===== src/shared/dbs_pkg.sv =====
package dbs_pkg;

    // -------------------------------------------------------------
    // cycle ownership
    // -------------------------------------------------------------
    typedef enum logic [1:0] {
        CYC_IDLE,
        CYC_DMA,
        CYC_MASTER
    } dbs_cycle_e;

    // -------------------------------------------------------------
    // command inputs seen by the steering decode
    // -------------------------------------------------------------
    typedef struct packed {
        logic dma_mem_read_n;
        logic mem_read_cmd_n;
        logic mem_write_cmd_n;
        logic io_read_cmd_n;
        logic io_write_cmd_n;
        logic sys_addr_bit0;
        logic sys_high_byte_enable_n;
        logic wide_target_sel_n;
        logic rom_select_n;
        logic offboard_target;
    } dbs_cmd_s;

    // -------------------------------------------------------------
    // transceiver steering outputs
    // -------------------------------------------------------------
    typedef struct packed {
        logic xfer_direction;
        logic low_lane_enable_n;
        logic high_lane_enable_n;
        logic swap_enable_n;
        logic swap_direction;
        logic swap_cycle_flag;
    } dbs_steer_s;

    // -------------------------------------------------------------
    // encodings and reset value
    // -------------------------------------------------------------
    localparam logic XFER_DIR_READ = 1'h1;
    localparam logic XFER_DIR_WRITE = 1'h0;
    localparam logic SWAP_DIR_READ = 1'h1;
    localparam logic SWAP_DIR_WRITE = 1'h0;
    localparam logic EN_ON = 1'h0;
    localparam logic EN_OFF = 1'h1;
    localparam logic SWAP_FLAG_ON = 1'h1;
    localparam logic SWAP_FLAG_OFF = 1'h0;

    localparam dbs_steer_s STEER_RST = '{
        xfer_direction: XFER_DIR_WRITE,
        low_lane_enable_n: EN_OFF,
        high_lane_enable_n: EN_OFF,
        swap_enable_n: EN_OFF,
        swap_direction: SWAP_DIR_WRITE,
        swap_cycle_flag: SWAP_FLAG_OFF
    };

endpackage


===== src/shared/dbs_link_if.sv =====
interface dbs_link_if;
    logic hold_ack;
    logic hold_ack_copy;
    logic ext_master_n;
    dbs_pkg::dbs_cycle_e cycle;

    modport top (
        output hold_ack,
        output hold_ack_copy,
        output ext_master_n,
        input cycle
    );

    modport owner (
        input hold_ack,
        input hold_ack_copy,
        input ext_master_n,
        output cycle
    );
endinterface


===== src/core/dbs_owner.sv =====
module dbs_owner (
    // bus ownership
    dbs_link_if.owner link
);

    // -------------------------------------------------------------
    // who owns the bus this cycle
    // -------------------------------------------------------------
    // processor cycles fall to idle: they are steered elsewhere
    always_comb
    begin
        if (link.hold_ack && !link.ext_master_n)
        begin
            link.cycle = dbs_pkg::CYC_MASTER;
        end
        else if (link.hold_ack && link.hold_ack_copy && link.ext_master_n)
        begin
            link.cycle = dbs_pkg::CYC_DMA;
        end
        else
        begin
            link.cycle = dbs_pkg::CYC_IDLE;
        end
    end

endmodule


===== src/core/dbs_steer.sv =====
// What this block does
// - 16-bit DMA I/O into memory: direction 0, both lanes on, swap off.
// - 8-bit DMA odd system memory to I/O: lanes off, swap on, swap direction 0.
// - 8-bit DMA I/O to odd system memory: lanes off, swap on, swap direction 1.
// - any other DMA cycle keeps swap off; wide memory to I/O and on-board byte moves open lanes, the rest all off.
// - master cycle only when hold acknowledge high and master line low.
// - in master cycles memory strobes with offboard_target low pick on-board memory.
// - master low-byte memory read with wide_target_sel_n high: direction 1, low lane on only.
// - master low-byte memory write: direction 0, low lane on only.
// - master high-byte memory read with wide_target_sel_n high: direction 1, high lane on only.
// - master high-byte memory write: direction 0, high lane on only.
// - master 16-bit memory read with wide_target_sel_n high: direction 1, both lanes on; with it low, direction 0 and all lanes off.
// - master 16-bit memory write: direction 0, both lanes on.
// - master high-byte read from 8-bit target: swap on, swap direction 1.
// - master high-byte write to 8-bit target: swap on, swap direction 0.
module dbs_steer (
    // clock and reset
    input wire logic core_clk,
    input wire logic rst,
    // bus ownership
    input wire logic hold_ack,
    input wire logic hold_ack_copy,
    input wire logic ext_master_n,
    // command strobes
    input wire logic dma_mem_read_n,
    input wire logic mem_read_cmd_n,
    input wire logic mem_write_cmd_n,
    input wire logic io_read_cmd_n,
    input wire logic io_write_cmd_n,
    // address and target selects
    input wire logic sys_addr_bit0,
    input wire logic sys_high_byte_enable_n,
    input wire logic wide_target_sel_n,
    input wire logic rom_select_n,
    input wire logic offboard_target,
    // transceiver steering
    output logic xfer_direction,
    output logic low_lane_enable_n,
    output logic high_lane_enable_n,
    output logic swap_enable_n,
    output logic swap_direction,
    output logic swap_cycle_flag
);

    // -------------------------------------------------------------
    // ownership classification
    // -------------------------------------------------------------
    dbs_link_if link ();

    assign link.hold_ack = hold_ack;
    assign link.hold_ack_copy = hold_ack_copy;
    assign link.ext_master_n = ext_master_n;

    dbs_owner u_owner (
        .link(link.owner)
    );

    dbs_pkg::dbs_cmd_s cmd;

    assign cmd = '{
        dma_mem_read_n: dma_mem_read_n,
        mem_read_cmd_n: mem_read_cmd_n,
        mem_write_cmd_n: mem_write_cmd_n,
        io_read_cmd_n: io_read_cmd_n,
        io_write_cmd_n: io_write_cmd_n,
        sys_addr_bit0: sys_addr_bit0,
        sys_high_byte_enable_n: sys_high_byte_enable_n,
        wide_target_sel_n: wide_target_sel_n,
        rom_select_n: rom_select_n,
        offboard_target: offboard_target
    };

    // -------------------------------------------------------------
    // DMA steering
    // -------------------------------------------------------------
    function automatic dbs_pkg::dbs_steer_s dma_steer(input dbs_pkg::dbs_cmd_s c);
        dbs_pkg::dbs_steer_s s;
        logic to_mem;
        logic from_mem;
        logic odd_hi;
        s = dbs_pkg::STEER_RST;
        to_mem = !c.io_read_cmd_n && !c.mem_write_cmd_n
                 && c.dma_mem_read_n && c.io_write_cmd_n;
        from_mem = !c.dma_mem_read_n && !c.io_write_cmd_n
                   && c.mem_write_cmd_n && c.io_read_cmd_n;
        odd_hi = c.sys_addr_bit0 && !c.sys_high_byte_enable_n;
        if (to_mem || from_mem)
        begin
            if (!c.sys_addr_bit0 && !c.sys_high_byte_enable_n)
            begin
                s.xfer_direction = from_mem ? dbs_pkg::XFER_DIR_READ
                                            : dbs_pkg::XFER_DIR_WRITE;
                s.low_lane_enable_n = dbs_pkg::EN_ON;
                s.high_lane_enable_n = dbs_pkg::EN_ON;
            end
            else if (odd_hi && !c.rom_select_n)
            begin
                // byte moves across lanes, so both straight lanes stay off
                s.swap_enable_n = dbs_pkg::EN_ON;
                s.swap_cycle_flag = dbs_pkg::SWAP_FLAG_ON;
                s.swap_direction = to_mem ? dbs_pkg::SWAP_DIR_READ
                                          : dbs_pkg::SWAP_DIR_WRITE;
            end
            else if (!c.offboard_target && !c.sys_addr_bit0 && c.sys_high_byte_enable_n)
            begin
                s.xfer_direction = from_mem ? dbs_pkg::XFER_DIR_READ
                                            : dbs_pkg::XFER_DIR_WRITE;
                s.low_lane_enable_n = dbs_pkg::EN_ON;
            end
            else if (!c.offboard_target && odd_hi)
            begin
                s.xfer_direction = from_mem ? dbs_pkg::XFER_DIR_READ
                                            : dbs_pkg::XFER_DIR_WRITE;
                s.high_lane_enable_n = dbs_pkg::EN_ON;
            end
        end
        return s;
    endfunction

    // -------------------------------------------------------------
    // external master steering
    // -------------------------------------------------------------
    // no 8-bit master case exists: a master is taken as 16-bit wide
    function automatic dbs_pkg::dbs_steer_s master_steer(input dbs_pkg::dbs_cmd_s c);
        dbs_pkg::dbs_steer_s s;
        logic any_rd;
        logic any_wr;
        logic mem_any;
        logic io_any;
        logic odd_hi;
        s = dbs_pkg::STEER_RST;
        any_rd = !c.mem_read_cmd_n || !c.io_read_cmd_n;
        any_wr = !c.mem_write_cmd_n || !c.io_write_cmd_n;
        mem_any = !c.mem_read_cmd_n || !c.mem_write_cmd_n;
        io_any = !c.io_read_cmd_n || !c.io_write_cmd_n;
        odd_hi = c.sys_addr_bit0 && !c.sys_high_byte_enable_n;
        // conflicting strobes would fight on the lanes: leave all off
        if ((any_rd != any_wr) && !(mem_any && io_any))
        begin
            s.xfer_direction = any_rd ? dbs_pkg::XFER_DIR_READ
                                      : dbs_pkg::XFER_DIR_WRITE;
            if (mem_any && !c.offboard_target)
            begin
                if (any_rd && !c.wide_target_sel_n)
                begin
                    s.xfer_direction = dbs_pkg::XFER_DIR_WRITE;
                end
                else if (!c.sys_addr_bit0 && c.sys_high_byte_enable_n)
                begin
                    s.low_lane_enable_n = dbs_pkg::EN_ON;
                end
                else if (odd_hi)
                begin
                    s.high_lane_enable_n = dbs_pkg::EN_ON;
                end
                else if (!c.sys_addr_bit0 && !c.sys_high_byte_enable_n)
                begin
                    s.low_lane_enable_n = dbs_pkg::EN_ON;
                    s.high_lane_enable_n = dbs_pkg::EN_ON;
                end
            end
            else if (odd_hi)
            begin
                s.swap_enable_n = dbs_pkg::EN_ON;
                s.swap_cycle_flag = dbs_pkg::SWAP_FLAG_ON;
                s.swap_direction = any_rd ? dbs_pkg::SWAP_DIR_READ
                                          : dbs_pkg::SWAP_DIR_WRITE;
            end
        end
        return s;
    endfunction

    // -------------------------------------------------------------
    // steering register
    // -------------------------------------------------------------
    dbs_pkg::dbs_steer_s steer;
    dbs_pkg::dbs_steer_s next_steer;

    always_comb
    begin
        case (link.cycle)
            dbs_pkg::CYC_DMA: next_steer = dma_steer(cmd);
            dbs_pkg::CYC_MASTER: next_steer = master_steer(cmd);
            default: next_steer = dbs_pkg::STEER_RST;
        endcase
    end

    // registered so the enables never glitch while strobes settle
    always_ff @(posedge core_clk)
    begin
        if (rst)
        begin
            steer <= dbs_pkg::STEER_RST;
        end
        else
        begin
            steer <= next_steer;
        end
    end

    assign xfer_direction = steer.xfer_direction;
    assign low_lane_enable_n = steer.low_lane_enable_n;
    assign high_lane_enable_n = steer.high_lane_enable_n;
    assign swap_enable_n = steer.swap_enable_n;
    assign swap_direction = steer.swap_direction;
    assign swap_cycle_flag = steer.swap_cycle_flag;

    logic dma_own;
    logic mst_own;

    assign dma_own = hold_ack && hold_ack_copy && ext_master_n;
    assign mst_own = hold_ack && !ext_master_n;
endmodule


===== config.mk =====
export PLATFORM = sky130hd
export DESIGN_NAME = dbs_steer
export DESIGN_NICKNAME = d
export VERILOG_FILES = /design/src/shared/dbs_pkg.sv /design/src/shared/dbs_link_if.sv /design/src/core/dbs_owner.sv /design/src/core/dbs_steer.sv
export SDC_FILE = /design/constraint.sdc
export NUM_CORES = 1
export LEC_CHECK = 0
export BUFFER_PORTS_ARGS = -buffer_cell sky130_fd_sc_hd__buf_2
export CAP_MARGIN = 20
export CORE_MARGIN = 8
export CORE_UTILIZATION = 30
export CTS_CLUSTER_DIAMETER = 100
export CTS_CLUSTER_SIZE = 14
export DETAILED_ROUTE_END_ITERATION = 10
export PLACE_DENSITY = 0.66
export SLEW_MARGIN = 25
export SYNTH_ARGS = -nofsm -noshare
export SYNTH_HDL_FRONTEND = slang
export SYNTH_HIERARCHICAL = 1
export SYNTH_SLANG_ARGS = --single-unit

===== constraint.sdc =====
create_clock -name core_clk -period 2.5 [get_ports core_clk]
set_clock_uncertainty 0.15 [all_clocks]
set_input_delay 0.75 -clock core_clk [delete_from_list [all_inputs] [get_ports core_clk]]
set_output_delay 0.75 -clock core_clk [all_outputs]
set_load 0.02 [all_outputs]

# Word level (Yosys, flattened, before mapping)
# Index checks and enable logic that the tools add are counted.
# totals
out_inout_bits	6
ff_bits	6
inputBits	15
# op_classes
n_reduce_logical	37
eq_ne	3
mux	27
# ops
op	count
2-to-1 mux 3 bit	7
logical AND 1 bit	20
2-to-1 mux 1 bit	14
zero test 1 bit	12
2-to-1 mux 6 bit	2
case mux 6 bit (2 select lines)	1
2-to-1 mux 2 bit	3
logical OR 1 bit	5
equality test 2 x 1 -> 1 bit (second input constant)	1
equality test 2 bit (second input constant)	1
inequality test 1 bit	1

# Longest topological paths before layout
# depth
word_depth	11
ltp_mapped	7
ltp_nobuf	7

# By module
# Netlist, hierarchy kept.
# modules_own_cells
module	n_inst	seq_area_each_um2	area_per_inst_um2	cells_each
dbs_steer	1	120.1	445.4	56
dbs_owner	1	0.0	16.3	2

# Worst setup path before layout
# Ideal clock, no wire load.
# synth_timing
kind	in2reg
from	input hold_ack_copy
to	register steer, in the netlist swap_enable_n
required_time_ns	2.228
path_stages	6
path_buffers	0
setup_slack_ns	0.503
arrival_ns	1.725
setup_ns	0.122
path_cell_list	and3_2 > inv_1 > ha_1 > nor2_1 > inv_1 > a221o_1
# synth_between
elab_chain_len	6
word_cells_on_any_way	7
# synth_rtl
item	line_no	text
from (decl)	dbs_steer.sv:22	input wire logic hold_ack_copy,
logical AND 1 bit *	dbs_owner.sv:16	else if (link.hold_ack && link.hold_ack_copy && link.ext_master_n)
logical AND 1 bit *	n/a	
2-to-1 mux 1 bit *	dbs_owner.sv:16	
2-to-1 mux 2 bit *	dbs_owner.sv:12	if (link.hold_ack && !link.ext_master_n)
equality test 2 bit / equality test 2 x 1 -> 1 bit (equally long branches)	dbs_steer.sv:181	case (link.cycle)
case mux 6 bit (2 select lines) *	dbs_steer.sv:181	
to (signal assigned)	dbs_steer.sv:193	steer <= dbs_pkg::STEER_RST;
to (signal assigned)	dbs_steer.sv:197	steer <= next_steer;
to (decl)	dbs_steer.sv:176	dbs_pkg::dbs_steer_s steer;
# Mark *: on every way between the ends. The rest lies on a longest branch, timed or not.
# A chain may end at the register's enable or synchronous reset.

# Final worst setup path
# layout_timing
from	input ext_master_n
to	register steer, in the netlist swap_enable_n
# layout_between
elab_chain_len	5
word_cells_on_any_way	8
# layout_rtl
item	line_no	text
from (decl)	dbs_steer.sv:23	input wire logic ext_master_n,
logical AND 1 bit / zero test 1 bit (equally long branches)	n/a	
2-to-1 mux 1 bit / logical AND 1 bit (equally long branches)	dbs_owner.sv:16, dbs_owner.sv:12	
2-to-1 mux 2 bit *	dbs_owner.sv:12	
net link.cycle[0]	dbs_link_if.sv:5	dbs_pkg::dbs_cycle_e cycle;
equality test 2 bit / equality test 2 x 1 -> 1 bit (equally long branches)	dbs_steer.sv:181	
case mux 6 bit (2 select lines) *	dbs_steer.sv:181	
# The timed path passes the listed nets; every way through them passes the cells marked *.

==> flow_summary.yaml <==
setup_path:
  crit_type: "input pin to flip-flop"
  crit_fanout: 4
  cp-startpoint: "ext_master_n"
  cp.required_ps: 2480
  endpoint: "swap_enable_n"
  start_kind: "input pin"
  endpoint_kind: "flip-flop"
  crit_arrival_ps: 1860
sta:
  final-setup-viol-count: 0
  hold_viol: 0
  tightestPinTransition_ps: 215
  fmax_mhz: 531
  fin_crit_sh: 0.753
  period_minus_slack_ps: 1880
  tns_ps: 0
  final_max_slew_viol_count: 0
  slew_headroom: 0.856
  rsz0062_at_grt: "false"
status:
  status: "finished, final reports clean"
global_route:
  grt_pass1_vias: 439
  grt_antenna_before_repair: 0
  grt_overflow_total: 0
  grt_usage: 0.0649
  grt_pass1_wl_microns: 1710
  grt_max_degree: 10
placement:
  place_area_sq_um: 571
  finalWeightedCongestion: 0.814
  port_buffers: 20
  dp_hpwl_microns: 914
route:
  first_pass_iters: 4
  routed_via_density: 5.09
  wl_microns: 1110
  drt_iter0_drc: 10
  vias: 489
  drcViolationCount: 0
  post_drt_wl_per_cell_microns: 11.6
  drtAntennaViolNets: 0
floorplanning:
  coreArea_sq_um: 1470
  die_area_sq_um: 3050
  ios: 21
  rows: 14
  dieHeight_microns: 55.2
  dieWidth_microns: 55.2
  initial_utilization: 0.314
logic_synthesis:
  avgSynthCellArea_sq_um: 7.96
  synth-edff-count: 0
  ys_ff_latch: 6
  seq_area_frac_synth: 0.260
  ys.flop_type: "dfxtp_1"
  syn_nets: 75
  ys_warn_count: 6
  ys_types: 23
  syn_inst: 58
  synth_area_sq_um: 462
  synth_async_sr_flop_share: 0
power_and_ir_drop:
  p_leak_nw: 0.259
  pwr-share-seq: 0.412
  swShare: 0.263
  vdd_drop_max_mv: 0.0879
  clkPwrFrac: 0.357
  internal-power_uw: 178
  comb_power_share: 0.231
  p_sw_uw: 63.5
  power_density_nw_per_um2: 407
flow_run:
  drv_cap: 0
clock_tree:
  ctsHoldBuffers: 0
  path_clk_slew_ps: 40
  clock-sinks: 6
  cts_buffer_depth: 2
  htreeDepth: 1
  ctsResizeCount: 0
  cts_tree: "built"
  clockRootBuffer: "clkbuf_4"
  cts_made_buffers: 3
  post_cts_buffers: 0
finish:
  drive_above_1_share: 0.350
  nFillCells: 173
  final_nets: 99
  area_growth_pct: 28.5
  antenna_cells: 0
  fin_area_sq_um: 593
hold_path:
  hold_start: "rst"
  hold_path_class: "input pin to flip-flop"
[placed cells by master (no fill, tap or decap), types with 2 or more instances in the layout]
cell type,synthesis,final
ha_1,2,2
o211ai_1,2,2
nand2b_1,4,4
nand3_1,4,4
o21ai_0,7,7
clkbuf_4,0,3
a21o_1,3,3
a21oi_1,4,4
nand4b_1,2,2
and4bb_2,2,2
inv_1,4,4
buf_2,0,20
dfxtp_1,6,6
nand2_1,3,3
nor2_1,5,5
[stage by stage]
stage	cells	setup WS, ps	total power [mW]	hold WS (ps)	util
global route	96	519	0.258	619	0.403
finish	96	617	0.241	598	0.403
floorplan	58	503	0.134	730	-
detailed placement	93	354	0.157	850	0.388
global placement	93	388	0.156	843	0.388
CTS	96	613	0.246	596	0.403
[Yosys cell counts, drive strengths merged, types with 2 or more instances]
master	n	area share
nand2b	4	0.054
dfxtp	6	0.26
and4bb	2	0.054
nand3	4	0.043
a21o	3	0.049
a21oi	4	0.043
nand4b	2	0.038
o211ai	3	0.060
ha	2	0.054
o21ai	7	0.076
nand2	3	0.024
nor2	5	0.041
inv	4	0.033
and2b	2	0.035
[registers in the layout (all words and copies together), names as in the netlist]
signal / count
low_lane_enable_n: 1
high_lane_enable_n: 1
swap_cycle_flag: 1
swap_direction: 1
xfer_direction: 1
swap_enable_n: 1
[how the worst min path moves through the flow]
| stage | end | slack, ps | cells past startpoint |
|---|---|---|---|
| after floorplan | high_lane_enable_n | 730 | 2 |
| after global placement | low_lane_enable_n | 840 | 3 |
| after detailed placement | low_lane_enable_n | 850 | 3 |
| after CTS | low_lane_enable_n | 600 | 3 |
| after global routing | low_lane_enable_n | 620 | 3 |
| final | low_lane_enable_n | 600 | 3 |
[layer usage]
layer,up-vias,part of all wire,track usage
li1,256,-,-
met1,215,0.44,0.0661
met2,16,0.45,0.106
met3,2,0.084,0.0274
met4,0,0.017,0.0423
met5,-,0,0
[cell families (layout without fill, tap and decap cells)]
group	Yosys count	in the layout	synth area share
buffers and inverters	5	27	0.0569
adders and majority gates	2	2	0.0542
AOI/OAI and AO/OA	20	20	0.287
and+or+nand+nor	24	24	0.323
xor gates and xnor gates	1	1	0.0190
DFF	6	6	0.260
[power by group through the flow]
stage | clock [mW] | sequential, mW | combinational, mW
floorplan | 0 | 0.105 | 0.0285
global placement | 0 | 0.101 | 0.0546
detailed placement | 0 | 0.101 | 0.0554
CTS | 0.0909 | 0.0994 | 0.0556
global route | 0.0964 | 0.0996 | 0.0617
finish | 0.0863 | 0.0995 | 0.0557
[cell type report]
| cell class | count | area [sq um] | area share |
|---|---|---|---|
| repair buffers | 20 | 100 | 0.169 |
| multi-input cells | 47 | 315 | 0.532 |
| inverters | 4 | 15.0 | 0.0253 |
| well taps | 16 | 20.0 | 0.0338 |
| flip-flops and latches | 6 | 120 | 0.203 |
| clock buffers | 3 | 22.5 | 0.0380 |
[critical path, stage by stage]
cell     delay (ps)
buf_2            80
and3_2          170
inv_1            40
ha_1            270
nor2_1          200
inv_1            80
a221o_1         260
Power figures use the tool's default switching activity.
